<file path="config.mk">
export PLATFORM = sky130hd
export DESIGN_NAME = tcps_timer
export DESIGN_NICKNAME = d
export VERILOG_FILES = /design/src/core/tcps_pkg.sv /design/src/core/tcps_sync.sv /design/src/core/tcps_timer.sv
export SDC_FILE = /design/constraint.sdc
export NUM_CORES = 1
export LEC_CHECK = 0
export BUFFER_PORTS_ARGS = -buffer_cell sky130_fd_sc_hd__buf_2
export CORE_AREA = 2 2 125 66
export DETAILED_ROUTE_END_ITERATION = 10
export DIE_AREA = 0 0 127 68
export PLACE_DENSITY = 0.57
export SLEW_MARGIN = 20
export SYNTH_ARGS = -nofsm -noshare
export SYNTH_HDL_FRONTEND = slang
export SYNTH_SLANG_ARGS = --single-unit
</file>
<file path="constraint.sdc">
create_clock -name mclk_i -period 6.17 [get_ports mclk_i]
set_input_delay 0.3085 -clock mclk_i [delete_from_list [all_inputs] [get_ports mclk_i]]
set_output_delay 0.3085 -clock mclk_i [all_outputs]
set_load 0.01 [all_outputs]
</file>
<file path="src/core/tcps_pkg.sv">
// How it works
// RL1: counter off with oscillator enable clear leaves both shared pins as ordinary port I/O; code still takes port bit 1 while source select is set.
// RL2: timer mode counts main clock divided by four; pins stay ordinary I/O while oscillator enable is clear.
// RL3: external counter mode counts edges of the clock input pin.
// RL4: external counter mode, clock-pin data bit reads the pin level.
// RL5: firmware mode drives clock pin from data bit 0 and counts it.
// RL6: firmware mode clock-pin data bit reads and writes through to the pin.
// RL7: external or firmware clocking, port bit 1 reads zero as input.
// RL8: those modes, port bit 1 as output reads latch; writes stay latched.
// RL9: clearing clock-source select drives port pin 1 from its latch again.
// RL10: oscillator enable plus external source turns both pins into crystal oscillator.
// RL11: crystal mode, clock-pin data bit reads zero, writes never reach pin.
// RL12: crystal mode, port bits 2:1 read zero as inputs, latches as outputs.
// RL13: source select and oscillator enable both clear drive pins 2:1 from latches.
// RL14: crystal oscillator enabled only while control bit 3 is set.
// RL15: enabled crystal oscillator keeps running during sleep.
// RL16: software waits for oscillator start-up before trusting the count.
// RL17: count runs 0000h to FFFFh then rolls over to 0000h.
// RL18: overflow sets and holds the overflow flag, flag register bit 0.
// RL19: overflow interrupt raised only while enable register bit 0 is set.
// RL20: run bit starts counting when set and stops it when cleared.
// RL21: control bits 5..0: prescale(2), osc enable, sync, source select, run.
// RL22: flag stays set until software writes zero; set beats clear.
package tcps_pkg;
  localparam int CTRL_W      = 6;
  localparam int CNT_W       = 16;
  localparam int ON_BIT      = 0;
  localparam int CS_BIT      = 1;
  localparam int SYNC_BIT    = 2;
  localparam int OSCEN_BIT   = 3;
  localparam int PS_LSB      = 4;
  localparam int PS_W        = 2;
  localparam int FLAG_BIT    = 0;
  localparam int IE_BIT      = 0;
  localparam int INSN_DIV    = 4;
  localparam int PRE_W       = 3;
  localparam logic [CTRL_W-1:0] CTRL_RST  = 6'h00;
  localparam logic [CNT_W-1:0]  CNT_RST   = 16'h0000;
  localparam logic [CNT_W-1:0]  CNT_MAX   = 16'hFFFF;
  localparam logic [1:0]        DIV_LAST  = 2'(INSN_DIV - 1);
  localparam logic [1:0]        LATCH_RST = 2'h0;
  typedef enum logic [2:0] {MODE_OFF, MODE_TIMER, MODE_EXT, MODE_FW, MODE_XTAL} tcps_mode_t;
endpackage

</file>
<file path="src/core/tcps_sync.sv">
`timescale 1ns/1ns
module tcps_sync #(
  parameter int WIDTH = 1
) (
  // clock and reset
  input  logic             mclk_i,
  input  logic             nrst_i,
  // asynchronous levels in, synchronised level and rising edge out
  input  logic [WIDTH-1:0] async_i,
  output logic [WIDTH-1:0] level_o,
  output logic [WIDTH-1:0] rise_o
);
  logic [WIDTH-1:0] stage1;
  logic [WIDTH-1:0] stage2;
  logic [WIDTH-1:0] prev;
  logic [WIDTH-1:0] next_stage1;
  logic [WIDTH-1:0] next_stage2;
  logic [WIDTH-1:0] next_prev;

  always_comb begin
    next_stage1 = async_i;
    next_stage2 = stage1;
    next_prev   = stage2;
  end

  always_ff @(posedge mclk_i or negedge nrst_i) begin
    if (!nrst_i) begin
      stage1 <= '0;
      stage2 <= '0;
      prev   <= '0;
    end else begin
      stage1 <= next_stage1;
      stage2 <= next_stage2;
      prev   <= next_prev;
    end
  end

  assign level_o = stage2;
  assign rise_o  = stage2 & ~prev;
endmodule // tcps_sync

</file>
<file path="src/core/tcps_timer.sv">
`timescale 1ns/1ns
module tcps_timer (
  // clock and reset
  input  logic                        mclk_i,
  input  logic                        nrst_i,
  // timer control register
  input  logic                        ctrl_wr_i,
  input  logic [tcps_pkg::CTRL_W-1:0] ctrl_wdata_i,
  output logic [tcps_pkg::CTRL_W-1:0] ctrl_o,
  // sixteen bit count
  input  logic                        cnt_wr_i,
  input  logic [tcps_pkg::CNT_W-1:0]  cnt_wdata_i,
  output logic [tcps_pkg::CNT_W-1:0]  cnt_o,
  // clock pin data bit and its direction
  input  logic                        pdat_wr_i,
  input  logic                        pdat_wdata_i,
  input  logic                        clk_pin_dir_i,
  output logic                        pdat_rdata_o,
  // general port b bits 2:1, index 0 is bit 1
  input  logic                        general_port_b_wr_i,
  input  logic [1:0]                  general_port_b_wdata_i,
  input  logic [1:0]                  general_port_b_dir_i,
  output logic [1:0]                  general_port_b_rdata_o,
  // overflow flag and enable
  input  logic                        flag_wr_i,
  input  logic                        flag_wdata_i,
  input  logic                        ovf_irq_en_i,
  output logic                        flag_o,
  output logic                        irq_o,
  // sleep and crystal oscillator
  input  logic                        sleep_i,
  input  logic                        osc_clk_i,
  output logic                        osc_enable_o,
  // clock pin, port bit 1
  input  logic                        clk_pin_i,
  output logic                        clk_pin_o,
  output logic                        clk_pin_oe_o,
  // crystal in pin, port bit 2
  input  logic                        xtal_pin_i,
  output logic                        xtal_pin_o,
  output logic                        xtal_pin_oe_o
);
  import tcps_pkg::*;

  function automatic tcps_mode_t decode_mode(input logic [CTRL_W-1:0] c, input logic dir);
    tcps_mode_t m;
    m = MODE_OFF;
    if (c[OSCEN_BIT] && c[CS_BIT]) begin
      m = MODE_XTAL;
    end else if (c[CS_BIT]) begin
      m = dir ? MODE_EXT : MODE_FW;
    end else if (c[ON_BIT]) begin
      m = MODE_TIMER;
    end
    return m;
  endfunction

  function automatic logic [PRE_W-1:0] presc_limit(input logic [PS_W-1:0] ps);
    return PRE_W'((1 << ps) - 1);
  endfunction

  // synchronised pins and oscillator
  logic [2:0] s_level;
  logic [2:0] s_rise;

  tcps_sync #(
    .WIDTH (3)
  ) i_tcps_sync (
    .mclk_i  (mclk_i),
    .nrst_i  (nrst_i),
    .async_i ({osc_clk_i, xtal_pin_i, clk_pin_i}),
    .level_o (s_level),
    .rise_o  (s_rise)
  );

  // control state
  logic [CTRL_W-1:0] ctrl;
  logic [CNT_W-1:0]  cnt;
  logic [PRE_W-1:0]  presc;
  logic [1:0]        div;
  logic              flag;
  logic              pdat;
  logic              pdat_prev;
  logic [1:0]        latch;
  logic [CTRL_W-1:0] next_ctrl;
  logic [CNT_W-1:0]  next_cnt;
  logic [PRE_W-1:0]  next_presc;
  logic [1:0]        next_div;
  logic              next_flag;
  logic              next_pdat;
  logic              next_pdat_prev;
  logic [1:0]        next_latch;
  tcps_mode_t        mode;
  logic              osc_owns;
  logic              src_tick;
  logic              inc;
  logic              ovf;

  assign mode     = decode_mode(ctrl, clk_pin_dir_i);
  assign osc_owns = ctrl[OSCEN_BIT];

  always_comb begin
    next_div = div + 2'h1;
    case (mode)
      MODE_TIMER: src_tick = (div == DIV_LAST) && !sleep_i; // RL2
      MODE_EXT:   src_tick = s_rise[0];                     // RL3
      MODE_FW:    src_tick = pdat && !pdat_prev;            // RL5
      MODE_XTAL:  src_tick = s_rise[2];                     // RL10
      default:    src_tick = 1'b0;
    endcase
  end

  always_comb begin
    next_ctrl  = ctrl_wr_i ? ctrl_wdata_i : ctrl; // RL21
    next_presc = presc;
    inc        = 1'b0;
    if (ctrl_wr_i || !ctrl[ON_BIT]) begin
      next_presc = '0;
    end else if (src_tick) begin // RL20
      if (presc == presc_limit(ctrl[PS_LSB +: PS_W])) begin
        next_presc = '0;
        inc        = 1'b1;
      end else begin
        next_presc = presc + PRE_W'(1);
      end
    end
  end

  always_comb begin
    ovf      = inc && (cnt == CNT_MAX); // RL17
    next_cnt = cnt;
    if (cnt_wr_i) begin
      next_cnt = cnt_wdata_i;
    end else if (inc) begin
      next_cnt = cnt + CNT_W'(1); // RL17
    end
    next_flag = ovf || (flag && !(flag_wr_i && !flag_wdata_i)); // RL18 RL22
  end

  always_comb begin
    next_pdat      = pdat_wr_i ? pdat_wdata_i : pdat; // RL6
    next_pdat_prev = pdat;
    next_latch     = general_port_b_wr_i ? general_port_b_wdata_i : latch; // RL8 RL12
  end

  always_ff @(posedge mclk_i or negedge nrst_i) begin
    if (!nrst_i) begin
      ctrl      <= CTRL_RST;
      cnt       <= CNT_RST;
      presc     <= '0;
      div       <= '0;
      flag      <= 1'b0;
      pdat      <= 1'b0;
      pdat_prev <= 1'b0;
      latch     <= LATCH_RST;
    end else begin
      ctrl      <= next_ctrl;
      cnt       <= next_cnt;
      presc     <= next_presc;
      div       <= next_div;
      flag      <= next_flag;
      pdat      <= next_pdat;
      pdat_prev <= next_pdat_prev;
      latch     <= next_latch;
    end
  end

  // pin drive and read back
  logic       pin1_o;
  logic       pin1_oe;
  logic       pin2_o;
  logic       pin2_oe;
  logic [1:0] prd;
  logic       pdrd;
  logic       next_pin1_o;
  logic       next_pin1_oe;
  logic       next_pin2_o;
  logic       next_pin2_oe;
  logic [1:0] next_prd;
  logic       next_pdrd;

  always_comb begin
    next_pin1_o  = latch[0];
    next_pin1_oe = !general_port_b_dir_i[0];
    next_pin2_o  = latch[1];
    next_pin2_oe = !general_port_b_dir_i[1];
    next_prd[0]  = general_port_b_dir_i[0] ? s_level[0] : latch[0];
    next_prd[1]  = general_port_b_dir_i[1] ? s_level[1] : latch[1];
    next_pdrd    = pdat;
    if (osc_owns) begin
      next_pin1_oe = 1'b0; // RL10 RL11
      next_pin2_oe = 1'b0; // RL12
      next_prd[0]  = general_port_b_dir_i[0] ? 1'b0 : latch[0]; // RL12
      next_prd[1]  = general_port_b_dir_i[1] ? 1'b0 : latch[1]; // RL12
      next_pdrd    = 1'b0; // RL11
    end else if (ctrl[CS_BIT]) begin
      next_prd[0]  = general_port_b_dir_i[0] ? 1'b0 : latch[0]; // RL7 RL8
      if (clk_pin_dir_i) begin
        next_pin1_oe = 1'b0;
        next_pdrd    = s_level[0]; // RL4
      end else begin
        next_pin1_oe = 1'b1; // RL5
        next_pin1_o  = pdat; // RL6
      end
    end
  end

  always_ff @(posedge mclk_i or negedge nrst_i) begin
    if (!nrst_i) begin
      pin1_o  <= 1'b0;
      pin1_oe <= 1'b0;
      pin2_o  <= 1'b0;
      pin2_oe <= 1'b0;
      prd     <= 2'h0;
      pdrd    <= 1'b0;
    end else begin
      pin1_o  <= next_pin1_o;  // RL1 RL9 RL13
      pin1_oe <= next_pin1_oe;
      pin2_o  <= next_pin2_o;  // RL13
      pin2_oe <= next_pin2_oe;
      prd     <= next_prd;
      pdrd    <= next_pdrd;
    end
  end

  assign ctrl_o        = ctrl;
  assign cnt_o         = cnt;
  assign flag_o        = flag;
  assign irq_o         = flag && ovf_irq_en_i; // RL19
  assign osc_enable_o  = ctrl[OSCEN_BIT];      // RL14 RL15
  assign pdat_rdata_o  = pdrd;
  assign general_port_b_rdata_o = prd;
  assign clk_pin_o     = pin1_o;
  assign clk_pin_oe_o  = pin1_oe;
  assign xtal_pin_o    = pin2_o;
  assign xtal_pin_oe_o = pin2_oe;

  logic tmr_run;
  logic ext_run;
  assign tmr_run = (mode == MODE_TIMER) && ctrl[PS_LSB +: PS_W] == '0 && !sleep_i
                   && !cnt_wr_i && !ctrl_wr_i;
  assign ext_run = (mode == MODE_EXT) && ctrl[ON_BIT] && ctrl[PS_LSB +: PS_W] == '0
                   && !cnt_wr_i && !ctrl_wr_i;

  // counting in the pin clocked modes and during sleep
  logic xtal_run;
  logic fw_run;
  assign xtal_run = (mode == MODE_XTAL) && ctrl[ON_BIT] && ctrl[PS_LSB +: PS_W] == '0
                    && !cnt_wr_i && !ctrl_wr_i;
  assign fw_run   = (mode == MODE_FW) && ctrl[ON_BIT] && ctrl[PS_LSB +: PS_W] == '0
                    && !cnt_wr_i && !ctrl_wr_i;
endmodule // tcps_timer

</file>
==> impl_results.md <==
* Status: finished, final reports clean
* Critical Path RT at between 6 and 7 ns
* Crit. End Element: flop
* Post-synth EDFFs at 0
* DR vias at 1920
* DRC viols at 0
* H-tree lvl count at 2
* VDD IR max at 113 uV
* Antenna Cells at 0
* CTS buffer count at 5
* Syn_nets at about 270
* Fmax at 433 MHz
* Syn Std Cell Area at between 2000 and 2500 um2
* Ports at 73
* HPWL after DPL at between 4000 and 5000 um
* Vias per inst at about 4.9
* Fin Setup TNS at 0 ns
* Worst EP arrival at approximately 2.5 ns
* Yosys top cell area share at 0.529
* Top_reg_cell synth: dfrtp_1
* Register area share after synthesis at 0.529
* # clock sinks at 47
* Area delta synth->final at 27.1%
* Die Height at 68 um
* Post-route ant nets at 0
* Synthesis-stage register bit count at 47
* Total core area at 7650 um2
* Async SR Flop Fraction at 1.00
* Worst slew pin tran at between 0.8 and 0.9 ns
* Global route overflow at 0
* PD cells at roughly 270 nW/um2
* RSZ-0062 raised after global routing: no
* 1st-pass router iterations at 4
* Rows at 23
* Largest net degree at the start of global routing at 48
* Syn avg cell area at between 10 and 15 um2
* Initial Utilization at 0.291
* Final net count at about 330
* HP Class: in -> async
* Slew Limit Fails at 0
* Final setup viols at 0
* Post-CTS Setup Bufs at 0
* CTS Buffer Depth at 2
* Die width at 127 um
* Vias in the first global route at between 1500 and 2000
* Warnings, synthesis at 0
* Worst-Skew Late Latency at slightly below 0.3 ns
* Max cap viols at 0
* WS Path Type: reg -> reg
* Root buf cell: clkbuf_16
* CTS tree: yes
* Wire length per cell at between 10 and 15 um
* CTS Hold Bufs at 0
* Port bufs at 72
* Die area at 8640 um2
* Fin worst setup slack at roughly 3.9 ns
* Pre-CTS WS at around 3.8 ns
* Final hold vios at 0
* Initial antenna violation count at 0
* Share of cells above drive strength 1 at 0.310
* 1st-iter DRT viols at ~180
* PostCTS Resize Cnt at 0
* Final Power at ~750 uW
* Biggest area consumer among synthesized cells: dfrtp_1
* Routed WL at 5610 um
* Clock transition at the registers of the reported paths at ~0.060 ns
* First-pass GRT wire length at between 9000 and 10000 um
* Routability cong. at 0.912
* Final min period at 2.31 ns
* GRT Total Usage at 0.141
* Worst Path Max Fanout at 12
* Worst rel slew slack at 0.446
* Leak Pwr at 1.29 nW
* Crit start category: flop
* Post-Syn Instances at about 220
* Synth area leaders: dfrtp_1, nor2_1, a31oi_1
* Yosys cell types at 44
* Setup Skew at a little under 0.006 ns
* Crit share post-route at 0.374
[kinds of logic after synthesis]
kind of cell,Yosys count,synth area share
mux,7,0.0349
flops,47,0.529
buf+inv,22,0.0416
xor+xnor,1,0.00394
compound gates,52,0.165
simple gates,90,0.209
fa+ha+maj,3,0.0169
[routing by layer]
metal	global-route usage	vias up	routed length, um
met2	0.188	60	2100
met1	0.208	906	3060
met3	0.0438	8	352
met4	0.0577	0	90
met5	0	-	0
li1	-	946	-
[where the power goes]
part | total [mW] | internal [mW] | leakage [nW] | switching (mW)
Combinational | 0.109 | 0.0475 | 0.655 | 0.0617
Clock | 0.288 | 0.173 | 0.0772 | 0.115
Sequential | 0.356 | 0.331 | 0.560 | 0.0242
[registers in the layout, summed over array words and instances, names as in the netlist]
name,count
clk_pin_o,1
general_port_b_rdata_o,2
pdat_rdata_o,1
presc,3
clk_pin_oe_o,1
next_pdat_prev,1
ctrl_o,6
xtal_pin_o,1
flag_o,1
i_tcps_sync.prev,2
pdat_prev,1
i_tcps_sync.next_stage2,3
latch,2
div,2
xtal_pin_oe_o,1
i_tcps_sync.level_o,3
cnt_o,16
[cells in the mapped netlist (2+ instances only)]
cell	number
clkbuf_1	7
nand2b_1	3
nand4_1	3
nand3_1	9
and3_1	4
inv_1	9
o21ai_0	10
a21oi_1	4
or3_1	3
or4_1	10
mux2_2	6
buf_2	5
nor2_1	28
dfrtp_1	47
nand3b_1	2
ha_1	3
nand2_1	18
a21o_1	2
o31ai_1	10
a31oi_1	15
[area by class of cell]
| type | count | area [um2] |
|---|---|---|
| Multi-Input combinational cell | 153 | 967 |
| Fill cell | 774 | 4830 |
| Inverter | 9 | 33.8 |
| Sequential cell | 47 | 1180 |
| Tap cell | 100 | 125 |
| Timing Repair Buffer | 73 | 368 |
| Clock buffer | 8 | 156 |
[path summary, 6_finish.rpt]
kind	from	end	slack [ns]	cells after the start
max in group asynchronous	nrst_i	ctrl_o[4]$_DFFE_PN0P_	5.65	2
min reg2reg	i_tcps_sync.next_stage2[0]$_DFF_PN0_	i_tcps_sync.level_o[0]$_DFF_PN0_	0.35	0
max	presc[0]$_DFFE_PN0P_	cnt_o[13]$_DFFE_PN0P_	3.86	5
min	nrst_i	i_tcps_sync.level_o[0]$_DFF_PN0_	0.10	2
min in group mclk_i	clk_pin_i	i_tcps_sync.next_stage2[0]$_DFF_PN0_	0.12	1
max reg2reg	presc[0]$_DFFE_PN0P_	cnt_o[13]$_DFFE_PN0P_	3.86	5
[placed cells by master, fill, tap and decap left out, types with 2 or more instances in the layout]
cell type	n
a31oi_1	15
nand3_1	9
a21o_1	2
o31ai_1	10
clkbuf_16	5
mux2_2	6
inv_1	9
dfrtp_1	47
nor2_1	28
a21oi_1	3
nand3b_1	2
o21ai_0	10
buf_2	72
and3_1	4
or3_1	3
nand2_1	18
ha_1	3
nand2b_1	3
nand4_1	3
clkbuf_8	2
or4_1	10
[critical path: stages, from the launching register on]
cell and delay, ns:
dfrtp_1 0.44, or2_1 0.26, a2111oi_4 0.40, o21ai_1 0.37, or4_1 0.56, a31oi_1 0.20
[per-stage QoR]
| stage | cells | instance area (um2) | hold slack (ns) | utilization |
|---|---|---|---|---|
| floorplan | 222 | 2220 | 0.0129 | - |
| global placement | 382 | 2660 | 0.332 | 0.348 |
| detailed placement | 382 | 2660 | 0.335 | 0.348 |
| CTS | 390 | 2820 | 0.112 | 0.368 |
| global route | 390 | 2830 | 0.109 | 0.369 |
| finish | 390 | 2830 | 0.105 | 0.369 |
Power figures use the tool's default switching activity.
